<file path="src/hw/rcr_pkg.sv">
// Package for the regulator control register bank.
// Assumes a byte-wide register port driven by a serial-bus front end elsewhere.
package rcr_pkg;
	// ==========================================
	// Register offsets
	localparam logic [7:0] CONV_VOLT_OFS = 8'h07; // Converter voltage control
	localparam logic [7:0] REG_VOLT_OFS  = 8'h08; // Linear regulator control
	localparam logic [7:0] MODE_STAT_OFS = 8'h09; // Converter mode and status
	localparam logic [7:0] HOLD_MISC_OFS = 8'h0a; // Supply hold and misc control
	// ==========================================
	// Field positions
	localparam int HOLD_SEL_BIT   = 7; // Hold select in both voltage registers
	localparam int DISCH_BIT      = 6; // Discharge enable in both voltage registers
	localparam int FPWM_BIT       = 7; // Forced fixed frequency
	localparam int CONV_NG_BIT    = 6; // Converter not good
	localparam int REG_NG_BIT     = 5; // Regulator not good
	localparam int KEEP_ON_BIT    = 5; // Supply keep-on
	localparam int BTN_STATE_BIT  = 4; // Debounced button
	localparam int AMP_SRC_BIT    = 2; // Amplifier source select
	localparam int AMP_EN_BIT     = 1; // Amplifier enable
	localparam int RST_DELAY_BIT  = 0; // Reset delay select
	// ==========================================
	// Reset values
	localparam logic [7:0] CONV_VOLT_RST = 8'h29;
	localparam logic [7:0] REG_VOLT_RST  = 8'h65;
	localparam logic [7:0] MODE_RST      = 8'h00;
	localparam logic [7:0] HOLD_MISC_RST = 8'h05;
	// Writable bit masks
	localparam logic [7:0] MODE_WMASK    = 8'h80;
	localparam logic [7:0] HOLD_WMASK    = 8'h27;
	// ==========================================
	// Voltage map and reset delays
	localparam int unsigned LOW_BASE_MV  = 800;
	localparam int unsigned LOW_STEP_MV  = 25;
	localparam int unsigned HIGH_BASE_MV = 1600;
	localparam int unsigned HIGH_STEP_MV = 50;
	localparam int unsigned TOP_BASE_MV  = 3000;
	localparam int unsigned TOP_STEP_MV  = 100;
	localparam int unsigned SHORT_DLY_MS = 11;
	localparam int unsigned LONG_DLY_MS  = 90;
	// Register bus request
	typedef struct packed {
		logic       wr;
		logic [7:0] addr;
		logic [7:0] data;
	} rcr_req_t;
	// Power control outputs
	typedef struct packed {
		logic conv_en;
		logic conv_disch;
		logic reg_en;
		logic reg_disch;
		logic force_pwm;
		logic amp_en;
		logic amp_src;
		logic long_delay;
	} rcr_pwr_t;
endpackage : rcr_pkg

</file>
<file path="src/hw/rcr_top.sv">
// Register bank of the regulator control block.
// Assumes a bus front end presents byte writes and reads as one-cycle strobes.
// How it works
// - Converter discharges while disabled if enabled
// - Six-bit code maps to millivolts piecewise
// - Downward voltage steps never raise faults
// - Divider variants store code, keep voltage
// - Regulator hold bit overrides hold pin
// - Regulator discharges while disabled if enabled
// - Regulator code shares mapping; divider ignores
// - Forced bit selects fixed-frequency mode
// - Converter not-good reads live status
// - Regulator not-good reads live status
// - Keep-on ORed with button enables both
// - Button state shows debounced press
// - Source select picks battery or temperature
// - Amplifier on when enabled or input good
// - Delay bit selects 11 or 90 ms
// - Reset loads documented control defaults
// - Converter hold bit overrides hold pin
`timescale 1ns/1ps
`default_nettype none
module rcr_top import rcr_pkg::*; #(
	parameter bit CONV_DIVIDER = 1'b0, // Converter voltage set by divider
	parameter bit REG_DIVIDER  = 1'b0  // Regulator voltage set by divider
) (
	input  wire logic       sys_clk_in,       // 250 MHz clock
	input  wire logic       rst_in,           // Synchronous reset, high
	input  wire rcr_req_t   req_in,           // Register request
	input  wire logic       req_valid_in,     // Request strobe
	input  wire logic       conv_hold_pin_in, // Converter hold pin
	input  wire logic       reg_hold_pin_in,  // Regulator hold pin
	input  wire logic       button_input_in,  // Button level, high released
	input  wire logic       button_state_in,  // Debounced press
	input  wire logic       conv_good_in,     // Converter in range
	input  wire logic       reg_good_in,      // Regulator in range
	input  wire logic       charger_input_good_in, // Charger input good
	output logic [7:0]      rdata_out,        // Read data
	output logic            rvalid_out,       // Read data valid
	output rcr_pwr_t        pwr_out,          // Power controls
	output logic [11:0]     conv_mv_out,      // Converter target mV
	output logic [11:0]     reg_mv_out        // Regulator target mV
);
	// ==========================================
	// Voltage map
	// Three straight segments: fine steps low, coarser steps mid-range,
	// and the four top codes in large steps. The result is the target the
	// analog loop is asked for, in millivolts, so it fits in twelve bits.
	// Shared by both outputs so that the two code-to-millivolt maps can never drift apart.
	// The same function feeds the map checks further down.
	function automatic logic [11:0] code_mv(input logic [5:0] c);
		logic [11:0] v;
		v = 12'h000;
		if (c < 6'd32) begin
			v = 12'(LOW_BASE_MV + LOW_STEP_MV * c);
		end else if (c < 6'd60) begin
			v = 12'(HIGH_BASE_MV + HIGH_STEP_MV * (c - 6'd32));
		end else begin
			v = 12'(TOP_BASE_MV + TOP_STEP_MV * (c - 6'd60));
		end
		return v;
	endfunction : code_mv

	// ==========================================
	// Register state
	// Writable bits live in flip-flops; read-only bits are never stored,
	// they are composed into the read data from live inputs instead.
	// Every output is registered, so the power controls and the targets
	// both lag a register write by one edge; the bus sees no difference.
	logic [7:0]  conv_q, conv_d;   // Converter voltage control
	logic [7:0]  regv_q, regv_d;   // Regulator control
	logic [7:0]  mode_q, mode_d;   // Forced-mode bit
	logic [7:0]  misc_q, misc_d;   // Hold/misc writable bits
	logic [7:0]  rd_q, rd_d;       // Read data
	logic        rv_q, rv_d;       // Read valid
	rcr_pwr_t    pwr_q, pwr_d;     // Power outputs
	logic [11:0] cmv_q, cmv_d;     // Converter target
	logic [11:0] rmv_q, rmv_d;     // Regulator target
	logic [7:0]  live;             // Readback of selected register
	logic        wr_en;            // Write strobe

	// Next state computation
	// Writes, readback and the power decisions all sit in one process so
	// that each register has exactly one next-value expression.
	// Readback decodes the address even without a strobe; the result is
	// only captured when a read is taken, so idle decoding costs nothing.
	always_comb begin
		wr_en  = req_valid_in && req_in.wr;
		conv_d = conv_q;
		regv_d = regv_q;
		mode_d = mode_q;
		misc_d = misc_q;
		// Only writable bits move; status bits stay live
		if (wr_en) begin
			unique case (req_in.addr)
				CONV_VOLT_OFS: conv_d = req_in.data; // Stored even with divider
				REG_VOLT_OFS:  regv_d = req_in.data;
				MODE_STAT_OFS: mode_d = req_in.data & MODE_WMASK;
				HOLD_MISC_OFS: misc_d = req_in.data & HOLD_WMASK;
				default: ;
			endcase
		end
		// Readback composes live status bits
		unique case (req_in.addr)
			CONV_VOLT_OFS: live = conv_q;
			REG_VOLT_OFS:  live = regv_q;
			MODE_STAT_OFS: begin
				live = mode_q;
				live[CONV_NG_BIT] = ~conv_good_in || ~pwr_q.conv_en;
				live[REG_NG_BIT]  = ~reg_good_in || ~pwr_q.reg_en;
			end
			HOLD_MISC_OFS: begin
				live = misc_q;
				live[BTN_STATE_BIT] = button_state_in;
			end
			default: live = 8'h00; // Unmapped reads zero
		endcase
		rd_d = (req_valid_in && !req_in.wr) ? live : rd_q;
		rv_d = req_valid_in && !req_in.wr;
		// Enables: keep-on ORed with pressed button, hold pins
		pwr_d.conv_en = misc_q[KEEP_ON_BIT] || !button_input_in || conv_hold_pin_in
			|| conv_q[HOLD_SEL_BIT];
		pwr_d.reg_en  = misc_q[KEEP_ON_BIT] || !button_input_in || reg_hold_pin_in
			|| regv_q[HOLD_SEL_BIT];
		pwr_d.conv_disch = conv_q[DISCH_BIT] && !pwr_d.conv_en;
		pwr_d.reg_disch  = regv_q[DISCH_BIT] && !pwr_d.reg_en;
		pwr_d.force_pwm  = mode_q[FPWM_BIT];
		pwr_d.amp_src    = misc_q[AMP_SRC_BIT];
		pwr_d.amp_en     = misc_q[AMP_EN_BIT] || charger_input_good_in;
		pwr_d.long_delay = misc_q[RST_DELAY_BIT];
		// Targets follow code unless divider fixes them
		cmv_d = CONV_DIVIDER ? cmv_q : code_mv(conv_q[5:0]);
		rmv_d = REG_DIVIDER ? rmv_q : code_mv(regv_q[5:0]);
		// Downward steps apply directly, no fault path
	end

	// Registering
	// Synchronous reset loads the control defaults; the targets restart
	// at zero and follow the codes one cycle after release.
	// With a divider fitted the target stays at zero, since the code has
	// no say over the output voltage on such variants.
	always_ff @(posedge sys_clk_in) begin
		if (rst_in) begin
			conv_q <= CONV_VOLT_RST;
			regv_q <= REG_VOLT_RST;
			mode_q <= MODE_RST;
			misc_q <= HOLD_MISC_RST;
			rd_q   <= 8'h00;
			rv_q   <= 1'b0;
			pwr_q  <= '0;
			cmv_q  <= 12'h000;
			rmv_q  <= 12'h000;
		end else begin
			conv_q <= conv_d;
			regv_q <= regv_d;
			mode_q <= mode_d;
			misc_q <= misc_d;
			rd_q   <= rd_d;
			rv_q   <= rv_d;
			pwr_q  <= pwr_d;
			cmv_q  <= cmv_d;
			rmv_q  <= rmv_d;
		end
	end

	// ==========================================
	// Outputs
	// Every output is a plain copy of a flip-flop, so no glitch reaches
	// the analog side even while the bus decodes a new address.
	assign rdata_out   = rd_q;
	assign rvalid_out  = rv_q;
	assign pwr_out     = pwr_q;
	assign conv_mv_out = cmv_q;
	assign reg_mv_out  = rmv_q;

	// ==========================================
	// Checks
	// All checks but reset_load_a skip reset cycles. Outputs lag the registers by one edge,
	// so most checks look one cycle after the condition that causes them.

	// A discharging converter must never be switched on at the same time
	conv_disch_a: assert property (@(posedge sys_clk_in) disable iff (rst_in)
		pwr_out.conv_disch |-> !pwr_out.conv_en) else $error("discharge while on");

	// Same hazard for the linear regulator
	reg_disch_a: assert property (@(posedge sys_clk_in) disable iff (rst_in)
		pwr_out.reg_disch |-> !pwr_out.reg_en) else $error("reg discharge while on");

	// Discharge bit set: discharge exactly while the converter is off
	conv_disch_on_a: assert property (@(posedge sys_clk_in) disable iff (rst_in)
		conv_q[DISCH_BIT] |=> pwr_out.conv_disch == !pwr_out.conv_en) else $error("no discharge");

	// Discharge bit clear: the converter output is left alone
	conv_disch_off_a: assert property (@(posedge sys_clk_in) disable iff (rst_in)
		!conv_q[DISCH_BIT] |=> !pwr_out.conv_disch) else $error("unwanted discharge");

	// Regulator discharge follows its own bit while off
	reg_disch_on_a: assert property (@(posedge sys_clk_in) disable iff (rst_in)
		regv_q[DISCH_BIT] |=> pwr_out.reg_disch == !pwr_out.reg_en) else $error("no reg discharge");

	// Regulator discharge bit clear: never discharge
	reg_disch_off_a: assert property (@(posedge sys_clk_in) disable iff (rst_in)
		!regv_q[DISCH_BIT] |=> !pwr_out.reg_disch) else $error("unwanted reg discharge");

	// Keep-on alone holds both supplies up
	keep_on_a: assert property (@(posedge sys_clk_in) disable iff (rst_in)
		misc_q[KEEP_ON_BIT] |=> pwr_out.conv_en && pwr_out.reg_en) else $error("keep-on");

	// A pressed button holds both supplies up as well
	button_on_a: assert property (@(posedge sys_clk_in) disable iff (rst_in)
		!button_input_in |=> pwr_out.conv_en && pwr_out.reg_en) else $error("button on");

	// Nothing holding the converter up: it must switch off
	conv_off_a: assert property (@(posedge sys_clk_in) disable iff (rst_in)
		!misc_q[KEEP_ON_BIT] && button_input_in && !conv_hold_pin_in && !conv_q[HOLD_SEL_BIT]
		|=> !pwr_out.conv_en) else $error("converter not off");

	// Hold select overrides a low hold pin
	conv_hold_sel_a: assert property (@(posedge sys_clk_in) disable iff (rst_in)
		conv_q[HOLD_SEL_BIT] |=> pwr_out.conv_en) else $error("converter hold select");

	// Nothing holding the regulator up: it must switch off
	reg_off_a: assert property (@(posedge sys_clk_in) disable iff (rst_in)
		!misc_q[KEEP_ON_BIT] && button_input_in && !reg_hold_pin_in && !regv_q[HOLD_SEL_BIT]
		|=> !pwr_out.reg_en) else $error("regulator not off");

	// Regulator hold select overrides its pin
	reg_hold_sel_a: assert property (@(posedge sys_clk_in) disable iff (rst_in)
		regv_q[HOLD_SEL_BIT] |=> pwr_out.reg_en) else $error("regulator hold select");

	// Charger input good switches the amplifier on by itself
	amp_auto_a: assert property (@(posedge sys_clk_in) disable iff (rst_in)
		charger_input_good_in |=> pwr_out.amp_en) else $error("amp auto enable");

	// Enable bit switches the amplifier on
	amp_manual_a: assert property (@(posedge sys_clk_in) disable iff (rst_in)
		misc_q[AMP_EN_BIT] |=> pwr_out.amp_en) else $error("amp manual enable");

	// Neither source of enable: the amplifier stays off
	amp_off_a: assert property (@(posedge sys_clk_in) disable iff (rst_in)
		!misc_q[AMP_EN_BIT] && !charger_input_good_in |=> !pwr_out.amp_en) else $error("amp on");

	// Source select is passed through one cycle later
	amp_src_a: assert property (@(posedge sys_clk_in) disable iff (rst_in)
		1'b1 |=> pwr_out.amp_src == $past(misc_q[AMP_SRC_BIT])) else $error("amp source");

	// Reset delay select is passed through one cycle later
	delay_sel_a: assert property (@(posedge sys_clk_in) disable iff (rst_in)
		1'b1 |=> pwr_out.long_delay == $past(misc_q[RST_DELAY_BIT])) else $error("delay select");

	// Forced mode output follows its bit
	fpwm_a: assert property (@(posedge sys_clk_in) disable iff (rst_in)
		pwr_out.force_pwm == $past(mode_q[FPWM_BIT])) else $error("forced mode");

	// Reset always lands the mode and hold/misc defaults
	reset_load_a: assert property (@(posedge sys_clk_in)
		rst_in |=> misc_q == HOLD_MISC_RST && mode_q == MODE_RST) else $error("defaults");

	// Read-only places of the hold register are never stored
	ro_ignore_a: assert property (@(posedge sys_clk_in) disable iff (rst_in)
		1'b1 |=> (misc_q & ~HOLD_WMASK) == 8'h00) else $error("ro bit stored");

	// Read-only places of the mode register are never stored
	mode_ro_a: assert property (@(posedge sys_clk_in) disable iff (rst_in)
		1'b1 |=> (mode_q & ~MODE_WMASK) == 8'h00) else $error("ro mode bit stored");

	// Converter not-good reads the live state at the read
	conv_ng_rd_a: assert property (@(posedge sys_clk_in) disable iff (rst_in)
		req_valid_in && !req_in.wr && req_in.addr == MODE_STAT_OFS |=> rdata_out[CONV_NG_BIT]
		== (!$past(conv_good_in) || !$past(pwr_q.conv_en))) else $error("converter status");

	// Regulator not-good reads the live state at the read
	reg_ng_rd_a: assert property (@(posedge sys_clk_in) disable iff (rst_in)
		req_valid_in && !req_in.wr && req_in.addr == MODE_STAT_OFS |=> rdata_out[REG_NG_BIT]
		== (!$past(reg_good_in) || !$past(pwr_q.reg_en))) else $error("regulator status");

	// Button state reads the debounced input at the read
	btn_rd_a: assert property (@(posedge sys_clk_in) disable iff (rst_in)
		req_valid_in && !req_in.wr && req_in.addr == HOLD_MISC_OFS
		|=> rdata_out[BTN_STATE_BIT] == $past(button_state_in)) else $error("button state");

	// Settled converter code shows as its mapped target
	code_map_a: assert property (@(posedge sys_clk_in) disable iff (rst_in)
		!CONV_DIVIDER && $stable(conv_q) ##1 $stable(conv_q)
		|-> conv_mv_out == code_mv(conv_q[5:0])) else $error("voltage map");

	// Settled regulator code uses the same map
	reg_map_a: assert property (@(posedge sys_clk_in) disable iff (rst_in)
		!REG_DIVIDER && $stable(regv_q) ##1 $stable(regv_q)
		|-> reg_mv_out == code_mv(regv_q[5:0])) else $error("regulator map");

	// A lower code of any size is taken at once, with no fault path
	step_down_a: assert property (@(posedge sys_clk_in) disable iff (rst_in)
		!CONV_DIVIDER && conv_q[5:0] < $past(conv_q[5:0])
		|=> conv_mv_out == code_mv($past(conv_q[5:0]))) else $error("downward step");

	// Divider variant: the converter target never moves
	conv_fixed_a: assert property (@(posedge sys_clk_in) disable iff (rst_in)
		CONV_DIVIDER |=> $stable(conv_mv_out)) else $error("divider target moved");

	// Divider variant: the regulator target never moves
	reg_fixed_a: assert property (@(posedge sys_clk_in) disable iff (rst_in)
		REG_DIVIDER |=> $stable(reg_mv_out)) else $error("divider reg target moved");
endmodule : rcr_top
`default_nettype wire

</file>
<file path="config.mk">
export PLATFORM = sky130hd
export DESIGN_NAME = rcr_top
export DESIGN_NICKNAME = d
export VERILOG_FILES = /design/src/hw/rcr_pkg.sv /design/src/hw/rcr_top.sv
export SDC_FILE = /design/constraint.sdc
export NUM_CORES = 1
export LEC_CHECK = 0
export BUFFER_PORTS_ARGS = -buffer_cell sky130_fd_sc_hd__buf_2
export CAP_MARGIN = 25
export CORE_ASPECT_RATIO = 2
export CORE_UTILIZATION = 50
export DETAILED_ROUTE_END_ITERATION = 7
export PLACE_DENSITY_LB_ADDON = 0.2
export SLEW_MARGIN = 20
export SYNTH_ARGS = -nofsm -noshare
export SYNTH_HDL_FRONTEND = slang
export SYNTH_SLANG_ARGS = --single-unit
</file>
<file path="constraint.sdc">
create_clock -name sys_clk_in -period 6.9 [get_ports sys_clk_in]
set_input_delay 0.345 -clock sys_clk_in [delete_from_list [all_inputs] [get_ports sys_clk_in]]
set_output_delay 0.345 -clock sys_clk_in [all_outputs]
set_load 0.02 [all_outputs]
</file>
==> impl_table.tex, run 1 <==
\begin{tabular}{lr}
\hline
Metric & Value \\
\hline
\multicolumn{2}{l}{\textbf{Worst setup path}} \\
Cell at the slowest stage of the critical path & sky130\_fd\_sc\_hd\_\_dfxtp\_1 \\
Type of origin of the critical path & flop \\
Highest net fanout along the worst path & 14 \\
FF-to-FF Start & conv\_q[2] \\
Arrival time reported for the critical path endpoint & $\sim$4.7 ns \\
Register-to-Register Path Depth & 15 \\
First element of the critical path & conv\_q[2] \\
Critical setup path kind & reg2reg \\
Most used cell along the critical path & sky130\_fd\_sc\_hd\_\_inv\_1 \\
WP data required & 7.13 ns \\
Top Family by Delay on Critical Path & adder cells \\
Destination of the worst register-to-register timing path & conv\_mv\_out[10] \\
Internal reg-to-reg setup slack & 2.42 ns \\
Nature of the critical path endpoint & flop \\
Cells along the critical path & inv\_1 > ha\_1 > inv\_1 > ha\_1 > inv\_1 > fa\_1 > inv\_1 > ha\_1 > nor2b\_1 > o21a\_1 > or3\_1 > a22o\_1 > xor2\_1 > a21oi\_1 > o41ai\_1 \\
Largest stage delay on the critical path & $\sim$0.67 ns \\
Sum of buffers and inverters on the critical path & 4 \\
\multicolumn{2}{l}{\textbf{Global route}} \\
Global-route wire length before repair & 23,500 µm \\
Gr ovfl total & 0 \\
Overall global routing resource usage & 27.4\% \\
Initial antenna violation count & 0 \\
Number of global-route vias before repair & 4,861 \\
Pin count of the biggest net entering global routing & 64 \\
\multicolumn{2}{l}{\textbf{Layout}} \\
Most frequent cells in the layout & sky130\_fd\_sc\_hd\_\_ha\_1 (98), sky130\_fd\_sc\_hd\_\_buf\_2 (67), sky130\_fd\_sc\_hd\_\_inv\_1 (65) \\
Most frequent standard cell in the layout excluding fill and tap cells & sky130\_fd\_sc\_hd\_\_ha\_1 \\
Ant diodes & 0 \\
Count of nets after finishing & 833 \\
Fraction of layout cells with a size suffix above 1 & 13.3\% \\
Area grow syn2layout & 13.2\% \\
\multicolumn{2}{l}{\textbf{Worst hold path}} \\
Endpoint of the worst hold-timing path & pwr\_out[2] \\
Hold Path Stages & 3 \\
Launch instance of the worst min-delay path & charger\_input\_good\_in \\
Worst min-delay path class & in2reg \\
\multicolumn{2}{l}{\textbf{Yosys}} \\
Post-synthesis cell count & 624 \\
Part of the Yosys area used for sequential elements & 22.7\% \\
Most frequently used flop master after synthesis & sky130\_fd\_sc\_hd\_\_dfxtp\_1 \\
Synthesized area & between 5000 and 6000 µm² \\
Library cells used by synthesis & 50 \\
Syn\_area\_per\_cell & 8.77 µm² \\
Flip-flop and latch count after synthesis & 62 \\
Cells taking the most area after synthesis & sky130\_fd\_sc\_hd\_\_dfxtp\_1 (23\%), sky130\_fd\_sc\_hd\_\_ha\_1 (22\%), sky130\_fd\_sc\_hd\_\_fa\_1 (8.0\%), sky130\_fd\_sc\_hd\_\_xnor2\_1 (7.0\%), sky130\_fd\_sc\_hd\_\_a21oi\_1 (4.6\%) \\
FFs w/ async S/R, synth & 0\% \\
Total of warnings raised by yosys & 0 \\
Synth area leader & sky130\_fd\_sc\_hd\_\_dfxtp\_1 \\
Count of flip-flops with a built-in enable after synthesis & 0 \\
Total nets after synthesis & 771 \\
Share of the synthesized area in the top cell type & 22.7\% \\
\multicolumn{2}{l}{\textbf{CTS}} \\
Post-cts hold buffer count & 0 \\
Number of buffers inserted during clock tree synthesis & 9 \\
Resized Gates After CTS & 0 \\
\# H-tree levels & 3 \\
CTS Buffer Depth & 2 \\
Post-CTS repair timing setup buffer count & 0 \\
Clock net sink count & 62 \\
Clock latency on the worst-skew pair & roughly 0.33 ns \\
Cell at the root of the clock tree & sky130\_fd\_sc\_hd\_\_clkbuf\_16 \\
Clock tree from TritonCTS & yes \\
Clock-pin slew on the worst setup and hold paths & 0.06 ns \\
\multicolumn{2}{l}{\textbf{Timing}} \\
Final hold viol count & 0 \\
Sum of negative setup slack & 0 ns \\
Highest Clock Rate & 0.223 GHz \\
Fin worst setup slack & 2.42 ns \\
Transition time at the pin with the least slew margin & between 0.8 and 0.9 ns \\
Worst clock skew on the final layout & 0.00811 ns \\
Final period demand of the worst path & 4.48 ns \\
Finish-stage setup viols & 0 \\
Setup repair after global routing missed its margin & no \\
Slew Limit Headroom & 41.8\% \\
Fin. max-slew vios & 0 \\
Share of the cycle needed by the critical path after routing & 64.9\% \\
\multicolumn{2}{l}{\textbf{Status}} \\
Status & finished, final reports clean \\
\multicolumn{2}{l}{\textbf{Drt}} \\
DRC Markers & 0 \\
Average routed wire per standard cell & 18.1 µm \\
Routed wire length & 15,000 µm \\
Antenna violation net count after detailed routing & 0 \\
Routed vias & 4,658 \\
Detail-routed via count per cell & 5.63 \\
1st-pass router iterations & 7 \\
Iter 0 DRT Violations & 240 \\
\multicolumn{2}{l}{\textbf{Floorplanning}} \\
Die footprint & between 10,000 and 15,000 µm² \\
Top-Level Pins & 68 \\
Standard cell core area & roughly 11,000 µm² \\
Initial core utilization & between 50\% and 60\% \\
Std cell rows & 53 \\
Vert. Die Dim & 150 µm \\
X dimension of the die & 76.0 µm \\
\multicolumn{2}{l}{\textbf{Placed design}} \\
HPWL after detailed placement & 12,300 µm \\
Routability congestion estimate & 0.972 \\
DP Worst Slack & 2.50 ns \\
Count of port buffers added during placement & 67 \\
\multicolumn{2}{l}{\textbf{Power}} \\
Leakage power of the design & 3.00 nW \\
Maximum resistive drop on vdd & approximately 0.11 mV \\
Pwr Density & 135 nW/µm² \\
\multicolumn{2}{l}{\textbf{Job}} \\
Number of maximum-capacitance constraint violations & 0 \\
\hline
\end{tabular}
worst min-delay path: cells and delay by family:
family | cells | cell delay, ns
simple gates | 2 | 0.10
buf+inv | 1 | 0.08
sequential cells by signal (all words and copies together), names as in the netlist:
signal       count
conv_mv_out     12
conv_q           8
misc_q           4
mode_q           1
pwr_out          8
rdata_out        8
reg_mv_out      12
regv_q           8
rvalid_out       1
layer usage:
metal | share of wire (%) | GRT usage, % | vias to the layer above
met2 | 58 | 56.9 | 133
met5 | 0 | 0 | -
met4 | 8.1 | 24.1 | 0
li1 | - | - | 2243
met3 | 2.5 | 3.05 | 65
met1 | 31 | 21.6 | 2217
final cells by class:
class / count / area (µm²)
repair buffers: 70 / 358
fillers: 974 / 4410
clock buffers: 12 / 256
flip-flops and latches: 62 / 1240
clock inverters: 3 / 20.0
multi-input cells: 477 / 3910
inverters: 66 / 248
well taps: 137 / 171
Yosys cell counts (2+ instances only):
cell type and count:
sky130_fd_sc_hd__a211o_1 5, sky130_fd_sc_hd__a211oi_1 6, sky130_fd_sc_hd__a21o_1 12, sky130_fd_sc_hd__a21oi_1 50, sky130_fd_sc_hd__a222oi_1 6, sky130_fd_sc_hd__a311oi_1 2, sky130_fd_sc_hd__and2_1 4, sky130_fd_sc_hd__and3_1 4
sky130_fd_sc_hd__buf_1 2, sky130_fd_sc_hd__buf_2 2, sky130_fd_sc_hd__clkbuf_1 14, sky130_fd_sc_hd__dfxtp_1 62, sky130_fd_sc_hd__fa_1 22, sky130_fd_sc_hd__ha_1 98, sky130_fd_sc_hd__inv_1 65, sky130_fd_sc_hd__mux2i_1 11
sky130_fd_sc_hd__nand2_1 48, sky130_fd_sc_hd__nand2b_1 2, sky130_fd_sc_hd__nand3_1 13, sky130_fd_sc_hd__nand3b_1 6, sky130_fd_sc_hd__nor2_1 46, sky130_fd_sc_hd__nor2b_1 15, sky130_fd_sc_hd__nor3_1 2, sky130_fd_sc_hd__nor3b_1 4
sky130_fd_sc_hd__o211ai_1 4, sky130_fd_sc_hd__o21a_1 2, sky130_fd_sc_hd__o21ai_0 22, sky130_fd_sc_hd__o21bai_1 5, sky130_fd_sc_hd__o221a_2 2, sky130_fd_sc_hd__o41ai_1 2, sky130_fd_sc_hd__or3_1 7, sky130_fd_sc_hd__xnor2_1 44
sky130_fd_sc_hd__xor2_1 18
stage by stage:
stage	instances	power [mW]	utilization (%)	area [µm²]	hold WS, ns
after floorplan	624	0.403	-	5480	0.449
after global placement	812	0.426	55.8	5920	0.476
after detailed placement	812	0.427	55.8	5920	0.486
after CTS	827	0.846	58.4	6200	0.231
after global routing	827	0.864	58.4	6200	0.263
final	827	0.840	58.4	6200	0.239
power breakdown:
part | internal (mW) | switching, mW
clock network | 0.260 | 0.160
logic | 0.0196 | 0.0335
registers | 0.364 | 0.00216
cells by family (layout without fill, tap and decap cells):
| logic type | Yosys count | in the layout | share of synthesized area (%) |
|---|---|---|---|
| compound gates | 125 | 125 | 14.6 |
| fa+ha+maj | 120 | 120 | 30.4 |
| simple gates | 159 | 159 | 14.4 |
| xor+xnor | 62 | 62 | 9.92 |
| flops | 62 | 62 | 22.7 |
| buf+inv | 85 | 151 | 6.01 |
| mux | 11 | 11 | 2.01 |
worst max path at each step:
stage,to,slack [ns],cells after the start
detailed placement,conv_mv_out[10],2.50,15
CTS,conv_mv_out[10],2.48,15
finish,conv_mv_out[10],2.42,15
floorplan,reg_mv_out[11],3.27,13
global route,conv_mv_out[10],2.17,15
global placement,conv_mv_out[10],2.53,15
No activity file was read; power rests on OpenSTA's default activity.
==> run 2: changes to the inputs <==
Clock period 6.9 ns to 4.6 ns, I/O delays scaled along.
==> impl_table.tex, run 2 (synthesized netlist as in run 1, its figures left out) <==
\begin{tabular}{lr}
\hline
Metric & Value \\
\hline
\multicolumn{2}{l}{\textbf{Status}} \\
Status & finished, final reports clean (unchanged) \\
\multicolumn{2}{l}{\textbf{Worst setup path}} \\
Nature of the critical path endpoint & flop (unchanged) \\
Largest stage delay on the critical path & 0.50 ns (was 0.67 ns) \\
Most used cell along the critical path & sky130\_fd\_sc\_hd\_\_inv\_1 (unchanged) \\
Destination of the worst register-to-register timing path & conv\_mv\_out[10] (unchanged) \\
Arrival time reported for the critical path endpoint & 4.16 ns (was 4.70 ns) \\
Cells along the critical path & inv\_1 > ha\_1 > inv\_1 > ha\_1 > inv\_1 > fa\_1 > inv\_1 > ha\_1 > nor2b\_1 > o21a\_1 > or3\_1 > a22o\_1 > xor2\_1 > a21oi\_1 > o41ai\_1 (unchanged) \\
Cell at the slowest stage of the critical path & sky130\_fd\_sc\_hd\_\_fa\_1 (was sky130\_fd\_sc\_hd\_\_dfxtp\_1) \\
Type of origin of the critical path & flop (unchanged) \\
WP data required & 4.82 ns (was 7.13 ns) \\
Internal reg-to-reg setup slack & 0.66 ns (was 2.42 ns) \\
Highest net fanout along the worst path & 5 (was 14) \\
FF-to-FF Start & conv\_q[2] (unchanged) \\
Critical setup path kind & reg2reg (unchanged) \\
Register-to-Register Path Depth & 15 (unchanged) \\
\multicolumn{2}{l}{\textbf{CTS}} \\
Clock latency on the worst-skew pair & 0.33 ns (about the same) \\
\# H-tree levels & 3 (unchanged) \\
Clock tree from TritonCTS & yes (unchanged) \\
Cell at the root of the clock tree & sky130\_fd\_sc\_hd\_\_clkbuf\_16 (unchanged) \\
Post-CTS repair timing setup buffer count & 0 (unchanged) \\
Post-cts hold buffer count & 0 (unchanged) \\
CTS Buffer Depth & 2 (unchanged) \\
Number of buffers inserted during clock tree synthesis & 9 (unchanged) \\
Clock net sink count & 62 (unchanged) \\
Clock-pin slew on the worst setup and hold paths & 0.05 ns (was 0.06 ns) \\
Resized Gates After CTS & 0 (unchanged) \\
\multicolumn{2}{l}{\textbf{Timing}} \\
Final period demand of the worst path & 3.94 ns (was 4.48 ns) \\
Final hold viol count & 0 (unchanged) \\
Fin worst setup slack & 0.661 ns (was 2.42 ns) \\
Final Hold Slack & 0.138 ns (was 0.239 ns) \\
Fin. max-slew vios & 0 (unchanged) \\
Share of the cycle needed by the critical path after routing & 85.6\% (was 64.9\%) \\
Worst clock skew on the final layout & 0.00367 ns (was 0.00811 ns) \\
Highest Clock Rate & 0.254 GHz (was 0.223 GHz) \\
Slew Limit Headroom & 43.1\% (was 41.8\%) \\
Sum of negative setup slack & 0 ns (unchanged) \\
Transition time at the pin with the least slew margin & 0.846 ns (was 0.865 ns) \\
Setup repair after global routing missed its margin & no (unchanged) \\
Finish-stage setup viols & 0 (unchanged) \\
\multicolumn{2}{l}{\textbf{Floorplanning}} \\
Die footprint & 11,400 µm² (unchanged) \\
Vert. Die Dim & 150 µm (unchanged) \\
Standard cell core area & 10,600 µm² (unchanged) \\
Std cell rows & 53 (unchanged) \\
Initial core utilization & 51.6\% (unchanged) \\
Top-Level Pins & 68 (unchanged) \\
X dimension of the die & 76.0 µm (unchanged) \\
\multicolumn{2}{l}{\textbf{Global route}} \\
Pin count of the biggest net entering global routing & 64 (unchanged) \\
Number of global-route vias before repair & 4,807 (was 4,861) \\
Gr ovfl total & 0 (unchanged) \\
Global-route wire length before repair & 24,000 µm (was 23,500 µm) \\
Initial antenna violation count & 2 (was 0) \\
Overall global routing resource usage & 27.8\% (was 27.4\%) \\
\multicolumn{2}{l}{\textbf{Drt}} \\
Detail-routed via count per cell & 5.62 (was 5.63) \\
Antenna violation net count after detailed routing & 0 (unchanged) \\
Routed vias & 4,694 (was 4,658) \\
Average routed wire per standard cell & 18.3 µm (was 18.1 µm) \\
Iter 0 DRT Violations & 211 (was 240) \\
1st-pass router iterations & 7 (unchanged) \\
Routed wire length & 15,300 µm (was 15,000 µm) \\
DRC Markers & 0 (unchanged) \\
\multicolumn{2}{l}{\textbf{Layout}} \\
Most frequent cells in the layout & sky130\_fd\_sc\_hd\_\_ha\_1 (98), sky130\_fd\_sc\_hd\_\_buf\_2 (67), sky130\_fd\_sc\_hd\_\_inv\_1 (65) (unchanged) \\
Count of nets after finishing & 840 (was 833) \\
Total non-filler cell area in the finished layout & 6290 µm² (was 6200 µm²) \\
Area grow syn2layout & 14.8\% (was 13.2\%) \\
Post-route non-filler standard cell count & 835 (was 827) \\
Fraction of layout cells with a size suffix above 1 & 14.3\% (was 13.3\%) \\
FILL cells & 1,011 (was 974) \\
Most frequent standard cell in the layout excluding fill and tap cells & sky130\_fd\_sc\_hd\_\_ha\_1 (unchanged) \\
\multicolumn{2}{l}{\textbf{Placed design}} \\
DP Worst Slack & 0.700 ns (was 2.50 ns) \\
Total cell area at the placement stage & 5980 µm² (was 5920 µm²) \\
Placed Cells incl. Taps & 819 (was 812) \\
Routability congestion estimate & 1.02 (was 0.972) \\
HPWL after detailed placement & 12,400 µm (was 12,300 µm) \\
Count of port buffers added during placement & 67 (unchanged) \\
\multicolumn{2}{l}{\textbf{Worst hold path}} \\
Endpoint of the worst hold-timing path & conv\_q[3] (was pwr\_out[2]) \\
Hold Path Stages & 2 (was 3) \\
Launch instance of the worst min-delay path & req\_in[3] (was charger\_input\_good\_in) \\
Worst min-delay path class & in2reg (unchanged) \\
\multicolumn{2}{l}{\textbf{Power}} \\
Pwr Density & 212 nW/µm² (was 135 nW/µm²) \\
Leakage power of the design & 3.05 nW (was 3.00 nW) \\
Maximum resistive drop on vdd & 0.165 mV (was 0.114 mV) \\
\multicolumn{2}{l}{\textbf{Job}} \\
Number of maximum-capacitance constraint violations & 0 (unchanged) \\
\hline
\end{tabular}
run 2: changes by cell type in the layout (fill, tap and decap cells not counted), sizes merged:
| cell | delta |
|---|---|
| buf | +7 |
| bufinv | +1 |
| clkinvlp | -1 |
| diode | +1 |
run 2: layout make-up:
cell class	count	area [µm²]	share of cell area (%)
repair buffers	77	410	6.53
clock inverters	3	42.5	0.677
flip-flops and latches	62	1240	19.7
inverters	66	248	3.94
diodes	1	2.50	0.0398
clock buffers	12	267	4.24
well taps	137	171	2.73
multi-input cells	477	3910	62.1
run 2: power breakdown:
group / total, mW / internal, mW / switching (mW)
clock network: 0.706 / 0.459 / 0.246
registers: 0.549 / 0.546 / 0.00274
logic: 0.0791 / 0.0294 / 0.0496
total: 1.33 / 1.04 / 0.299
run 2: how the worst max path moves through the flow:
stage                          from              end  slack [ns]  cells past startpoint
after global placement    conv_q[2]  conv_mv_out[10]        0.75                     15
after floorplan           regv_q[4]   reg_mv_out[11]        0.97                     13
final                     conv_q[2]  conv_mv_out[10]        0.66                     15
after detailed placement  conv_q[2]  conv_mv_out[10]        0.70                     15
after CTS                 conv_q[2]  conv_mv_out[10]        0.68                     15
after global routing      conv_q[2]  conv_mv_out[10]        0.47                     15
run 2: critical path, delay by kind of cell (launching register included):
kind                       cells  cell delay (ns)
buffers and inverters          4             0.31
and+or+nand+nor                2             0.47
DFF                            1             0.33
adders and majority gates      4             1.58
AOI/OAI and AO/OA              4             0.85
xor gates and xnor gates       1             0.29
run 2: per-layer routing:
| layer | vias up | wire [µm] | global-route usage [%] |
|---|---|---|---|
| met5 | - | 13 | 0 |
| li1 | 2262 | - | - |
| met3 | 56 | 461 | 3.60 |
| met4 | 2 | 939 | 18.9 |
| met2 | 146 | 9180 | 59.3 |
| met1 | 2228 | 4730 | 22.3 |
run 2: stage by stage:
stage / total power, mW / util, %
3_5_place_dp: 0.640 / 56.3
5_1_grt: 1.37 / 59.3
6_report: 1.33 / 59.3
2_1_floorplan: 0.604 / -
3_3_place_gp: 0.638 / 56.3
4_1_cts: 1.34 / 59.2
==> run 3: changes to the inputs <==
Settings changed: ABC_AREA set to 1.
==> impl_table.tex, run 3 <==
\begin{tabular}{lr}
\hline
Metric & Value \\
\hline
\multicolumn{2}{l}{\textbf{Status}} \\
Status & finished, final reports clean (unchanged) \\
\multicolumn{2}{l}{\textbf{CTS}} \\
Clock net sink count & 62 (unchanged) \\
Post-CTS repair timing setup buffer count & 0 (unchanged) \\
\# H-tree levels & 3 (unchanged) \\
CTS Buffer Depth & 2 (unchanged) \\
Number of buffers inserted during clock tree synthesis & 9 (unchanged) \\
Resized Gates After CTS & 0 (unchanged) \\
Clock latency on the worst-skew pair & 0.33 ns (about the same) \\
Clock-pin slew on the worst setup and hold paths & 0.07 ns (was 0.05 ns) \\
Post-cts hold buffer count & 0 (unchanged) \\
Cell at the root of the clock tree & sky130\_fd\_sc\_hd\_\_clkbuf\_16 (unchanged) \\
Clock tree from TritonCTS & yes (unchanged) \\
\multicolumn{2}{l}{\textbf{Yosys}} \\
Ranking of synthesized cells by instance count & sky130\_fd\_sc\_hd\_\_nand2\_1 (192), sky130\_fd\_sc\_hd\_\_inv\_1 (142), sky130\_fd\_sc\_hd\_\_ha\_1 (98), sky130\_fd\_sc\_hd\_\_nor2\_1 (67), sky130\_fd\_sc\_hd\_\_nand3\_1 (66) (was sky130\_fd\_sc\_hd\_\_ha\_1 (98), sky130\_fd\_sc\_hd\_\_inv\_1 (65), sky130\_fd\_sc\_hd\_\_dfxtp\_1 (62), sky130\_fd\_sc\_hd\_\_a21oi\_1 (50), sky130\_fd\_sc\_hd\_\_nand2\_1 (48)) \\
Part of the Yosys area used for sequential elements & 21.0\% (was 22.7\%) \\
Flip-flop and latch count after synthesis & 62 (unchanged) \\
Synth area leader & sky130\_fd\_sc\_hd\_\_dfxtp\_1 (unchanged) \\
Share of the synthesized area in the top cell type & 21.0\% (was 22.7\%) \\
Most common cell in the synthesized netlist & sky130\_fd\_sc\_hd\_\_nand2\_1 (was sky130\_fd\_sc\_hd\_\_ha\_1) \\
Post-synthesis cell count & 841 (was 624) \\
Total of warnings raised by yosys & 0 (unchanged) \\
Count of flip-flops with a built-in enable after synthesis & 0 (unchanged) \\
Total nets after synthesis & 988 (was 771) \\
FFs w/ async S/R, synth & 0\% (unchanged) \\
Library cells used by synthesis & 34 (was 50) \\
Cells taking the most area after synthesis & sky130\_fd\_sc\_hd\_\_dfxtp\_1 (21\%), sky130\_fd\_sc\_hd\_\_ha\_1 (21\%), sky130\_fd\_sc\_hd\_\_nand2\_1 (12\%), sky130\_fd\_sc\_hd\_\_inv\_1 (9.0\%), sky130\_fd\_sc\_hd\_\_fa\_1 (7.4\%) (was sky130\_fd\_sc\_hd\_\_dfxtp\_1 (23\%), sky130\_fd\_sc\_hd\_\_ha\_1 (22\%), sky130\_fd\_sc\_hd\_\_fa\_1 (8.0\%), sky130\_fd\_sc\_hd\_\_xnor2\_1 (7.0\%), sky130\_fd\_sc\_hd\_\_a21oi\_1 (4.6\%)) \\
Most frequently used flop master after synthesis & sky130\_fd\_sc\_hd\_\_dfxtp\_1 (unchanged) \\
Syn\_area\_per\_cell & 7.04 µm² (was 8.77 µm²) \\
Synthesized area & 5920 µm² (was 5480 µm²) \\
\multicolumn{2}{l}{\textbf{Layout}} \\
Most frequent cells in the layout & sky130\_fd\_sc\_hd\_\_nand2\_1 (192), sky130\_fd\_sc\_hd\_\_inv\_1 (142), sky130\_fd\_sc\_hd\_\_ha\_1 (98) (was sky130\_fd\_sc\_hd\_\_ha\_1 (98), sky130\_fd\_sc\_hd\_\_buf\_2 (67), sky130\_fd\_sc\_hd\_\_inv\_1 (65)) \\
Area of combinational cells with multiple inputs & 4050 µm² (was 3910 µm²) \\
Fraction of layout cells with a size suffix above 1 & 12.1\% (was 14.3\%) \\
FILL cells & 1,144 (was 1,011) \\
Storage element area & 1240 µm² (unchanged) \\
Ant diodes & 0 (was 1) \\
Count of nets after finishing & 1,060 (was 840) \\
Area grow syn2layout & 13.3\% (was 14.8\%) \\
Most frequent standard cell in the layout excluding fill and tap cells & sky130\_fd\_sc\_hd\_\_nand2\_1 (was sky130\_fd\_sc\_hd\_\_ha\_1) \\
\multicolumn{2}{l}{\textbf{Placed design}} \\
DP Worst Slack & 0.749 ns (was 0.700 ns) \\
Routability congestion estimate & 1.01 (was 1.02) \\
Count of port buffers added during placement & 67 (unchanged) \\
HPWL after detailed placement & 13,600 µm (was 12,400 µm) \\
\multicolumn{2}{l}{\textbf{Worst setup path}} \\
Cells along the critical path & ha\_1 > nand3\_1 > nand2\_1 > inv\_2 > ha\_1 > ha\_1 > fa\_1 > ha\_1 > a21oi\_1 > nand2\_1 > nor2\_1 > nand3\_1 > nand2\_1 > nand2\_1 > nand3\_1 > nand2\_1 > nor2\_1 > nor2\_1 (was inv\_1 > ha\_1 > inv\_1 > ha\_1 > inv\_1 > fa\_1 > inv\_1 > ha\_1 > nor2b\_1 > o21a\_1 > or3\_1 > a22o\_1 > xor2\_1 > a21oi\_1 > o41ai\_1) \\
Most used cell along the critical path & sky130\_fd\_sc\_hd\_\_nand2\_1 (was sky130\_fd\_sc\_hd\_\_inv\_1) \\
WP data required & 4.83 ns (was 4.82 ns) \\
Nature of the critical path endpoint & flop (unchanged) \\
Largest stage delay on the critical path & 0.53 ns (was 0.50 ns) \\
Cell at the slowest stage of the critical path & sky130\_fd\_sc\_hd\_\_dfxtp\_1 (was sky130\_fd\_sc\_hd\_\_fa\_1) \\
Critical setup path kind & reg2reg (unchanged) \\
Highest net fanout along the worst path & 8 (was 5) \\
Arrival time reported for the critical path endpoint & 4.12 ns (was 4.16 ns) \\
Type of origin of the critical path & flop (unchanged) \\
\multicolumn{2}{l}{\textbf{Timing}} \\
Fin worst setup slack & 0.714 ns (was 0.661 ns) \\
Worst clock skew on the final layout & 0.0117 ns (was 0.00367 ns) \\
Slew Limit Headroom & 51.6\% (was 43.1\%) \\
Share of the cycle needed by the critical path after routing & 84.5\% (was 85.6\%) \\
Sum of negative setup slack & 0 ns (unchanged) \\
Final period demand of the worst path & 3.89 ns (was 3.94 ns) \\
Fin. max-slew vios & 0 (unchanged) \\
Highest Clock Rate & 0.257 GHz (was 0.254 GHz) \\
Final hold viol count & 0 (unchanged) \\
Setup repair after global routing missed its margin & no (unchanged) \\
Finish-stage setup viols & 0 (unchanged) \\
Transition time at the pin with the least slew margin & 0.726 ns (was 0.846 ns) \\
\multicolumn{2}{l}{\textbf{Worst hold path}} \\
Worst min-delay path class & in2reg (unchanged) \\
\multicolumn{2}{l}{\textbf{Drt}} \\
DRC Markers & 0 (unchanged) \\
Routed vias & 5,580 (was 4,694) \\
Detail-routed via count per cell & 5.26 (was 5.62) \\
Antenna violation net count after detailed routing & 0 (unchanged) \\
1st-pass router iterations & 4 (was 7) \\
Iter 0 DRT Violations & 194 (was 211) \\
Routed wire length & 16,400 µm (was 15,300 µm) \\
Average routed wire per standard cell & 15.5 µm (was 18.3 µm) \\
\multicolumn{2}{l}{\textbf{Floorplanning}} \\
Vert. Die Dim & 156 µm (was 150 µm) \\
Die footprint & 12,300 µm² (was 11,400 µm²) \\
Top-Level Pins & 68 (unchanged) \\
X dimension of the die & 78.9 µm (was 76.0 µm) \\
Std cell rows & 55 (was 53) \\
Initial core utilization & 51.8\% (was 51.6\%) \\
Standard cell core area & 11,400 µm² (was 10,600 µm²) \\
\multicolumn{2}{l}{\textbf{Power}} \\
Pwr Density & 194 nW/µm² (was 212 nW/µm²) \\
Leakage power of the design & 3.68 nW (was 3.05 nW) \\
Final total power & 1.30 mW (was 1.33 mW) \\
Maximum resistive drop on vdd & 0.207 mV (was 0.165 mV) \\
\multicolumn{2}{l}{\textbf{Global route}} \\
Global-route wire length before repair & 26,200 µm (was 24,000 µm) \\
Number of global-route vias before repair & 5,615 (was 4,807) \\
Pin count of the biggest net entering global routing & 33 (was 64) \\
Initial antenna violation count & 0 (was 2) \\
Overall global routing resource usage & 27.9\% (was 27.8\%) \\
Gr ovfl total & 0 (unchanged) \\
\multicolumn{2}{l}{\textbf{Job}} \\
Number of maximum-capacitance constraint violations & 0 (unchanged) \\
\hline
\end{tabular}
==> run 3: worst paths after layout <==
| path | from | endpoint | slack [ns] | cells after the start |
|---|---|---|---|---|
| min | charger_input_good_in | pwr_out[2] | 0.1 | 3 |
| max | conv_q[4] | conv_mv_out[11] | 0.71 | 18 |
| max reg2reg | conv_q[4] | conv_mv_out[11] | 0.71 | 18 |
| min reg2reg | regv_q[6] | pwr_out[4] | 0.44 | 2 |
==> run 3: worst max-delay path, delay by kind of cell (launching register included) <==
kind	cells	cell delay, ns
fa+ha+maj	5	1.74
simple gates	11	1.20
flops	1	0.53
compound gates	1	0.23
buf+inv	1	0.07
==> run 3: cell families after synthesis <==
| logic type | Yosys count | share of synthesized area [%] |
|---|---|---|
| compound gates | 130 | 12.3 |
| xor+xnor | 18 | 2.79 |
| fa+ha+maj | 120 | 28.2 |
| buf+inv | 162 | 10.6 |
| flops | 62 | 21.0 |
| simple gates | 349 | 25.2 |
==> run 3: cell type report <==
class,instances,area share (%)
Clock buffer,9,3.36
Sequential cell,62,18.5
Multi-Input combinational cell,617,60.4
Inverter,149,8.34
Clock inverter,7,0.839
Timing Repair Buffer,74,5.89
Tap cell,142,2.65
==> run 3: per-layer routing <==
metal  GRT usage, %  part of all wire [%]  up-vias
met1           24.9                    34     2564
li1               -                     -     2849
met5              0                     0        -
met4           16.2                   5.1        0
met3           3.10                   2.6       47
met2           57.0                    58      120
==> run 3: report_power, final <==
group,internal [mW],switching (mW),total (mW),leakage [nW]
sequential,0.546,0.00342,0.550,0.505
clock,0.371,0.283,0.654,0.137
combinational,0.0341,0.0647,0.0988,3.03
==> run 3: stage by stage <==
step / hold WS (ns) / utilization (%) / cells / instance area [µm²]
2_1_floorplan: 0.346 / - / 841 / 5920
4_1_cts: 0.102 / 58.6 / 1059 / 6690
3_5_place_dp: 0.434 / 56.1 / 1043 / 6410
6_report: 0.0993 / 58.7 / 1060 / 6710
3_3_place_gp: 0.431 / 56.1 / 1043 / 6410
5_1_grt: 0.110 / 58.7 / 1060 / 6710
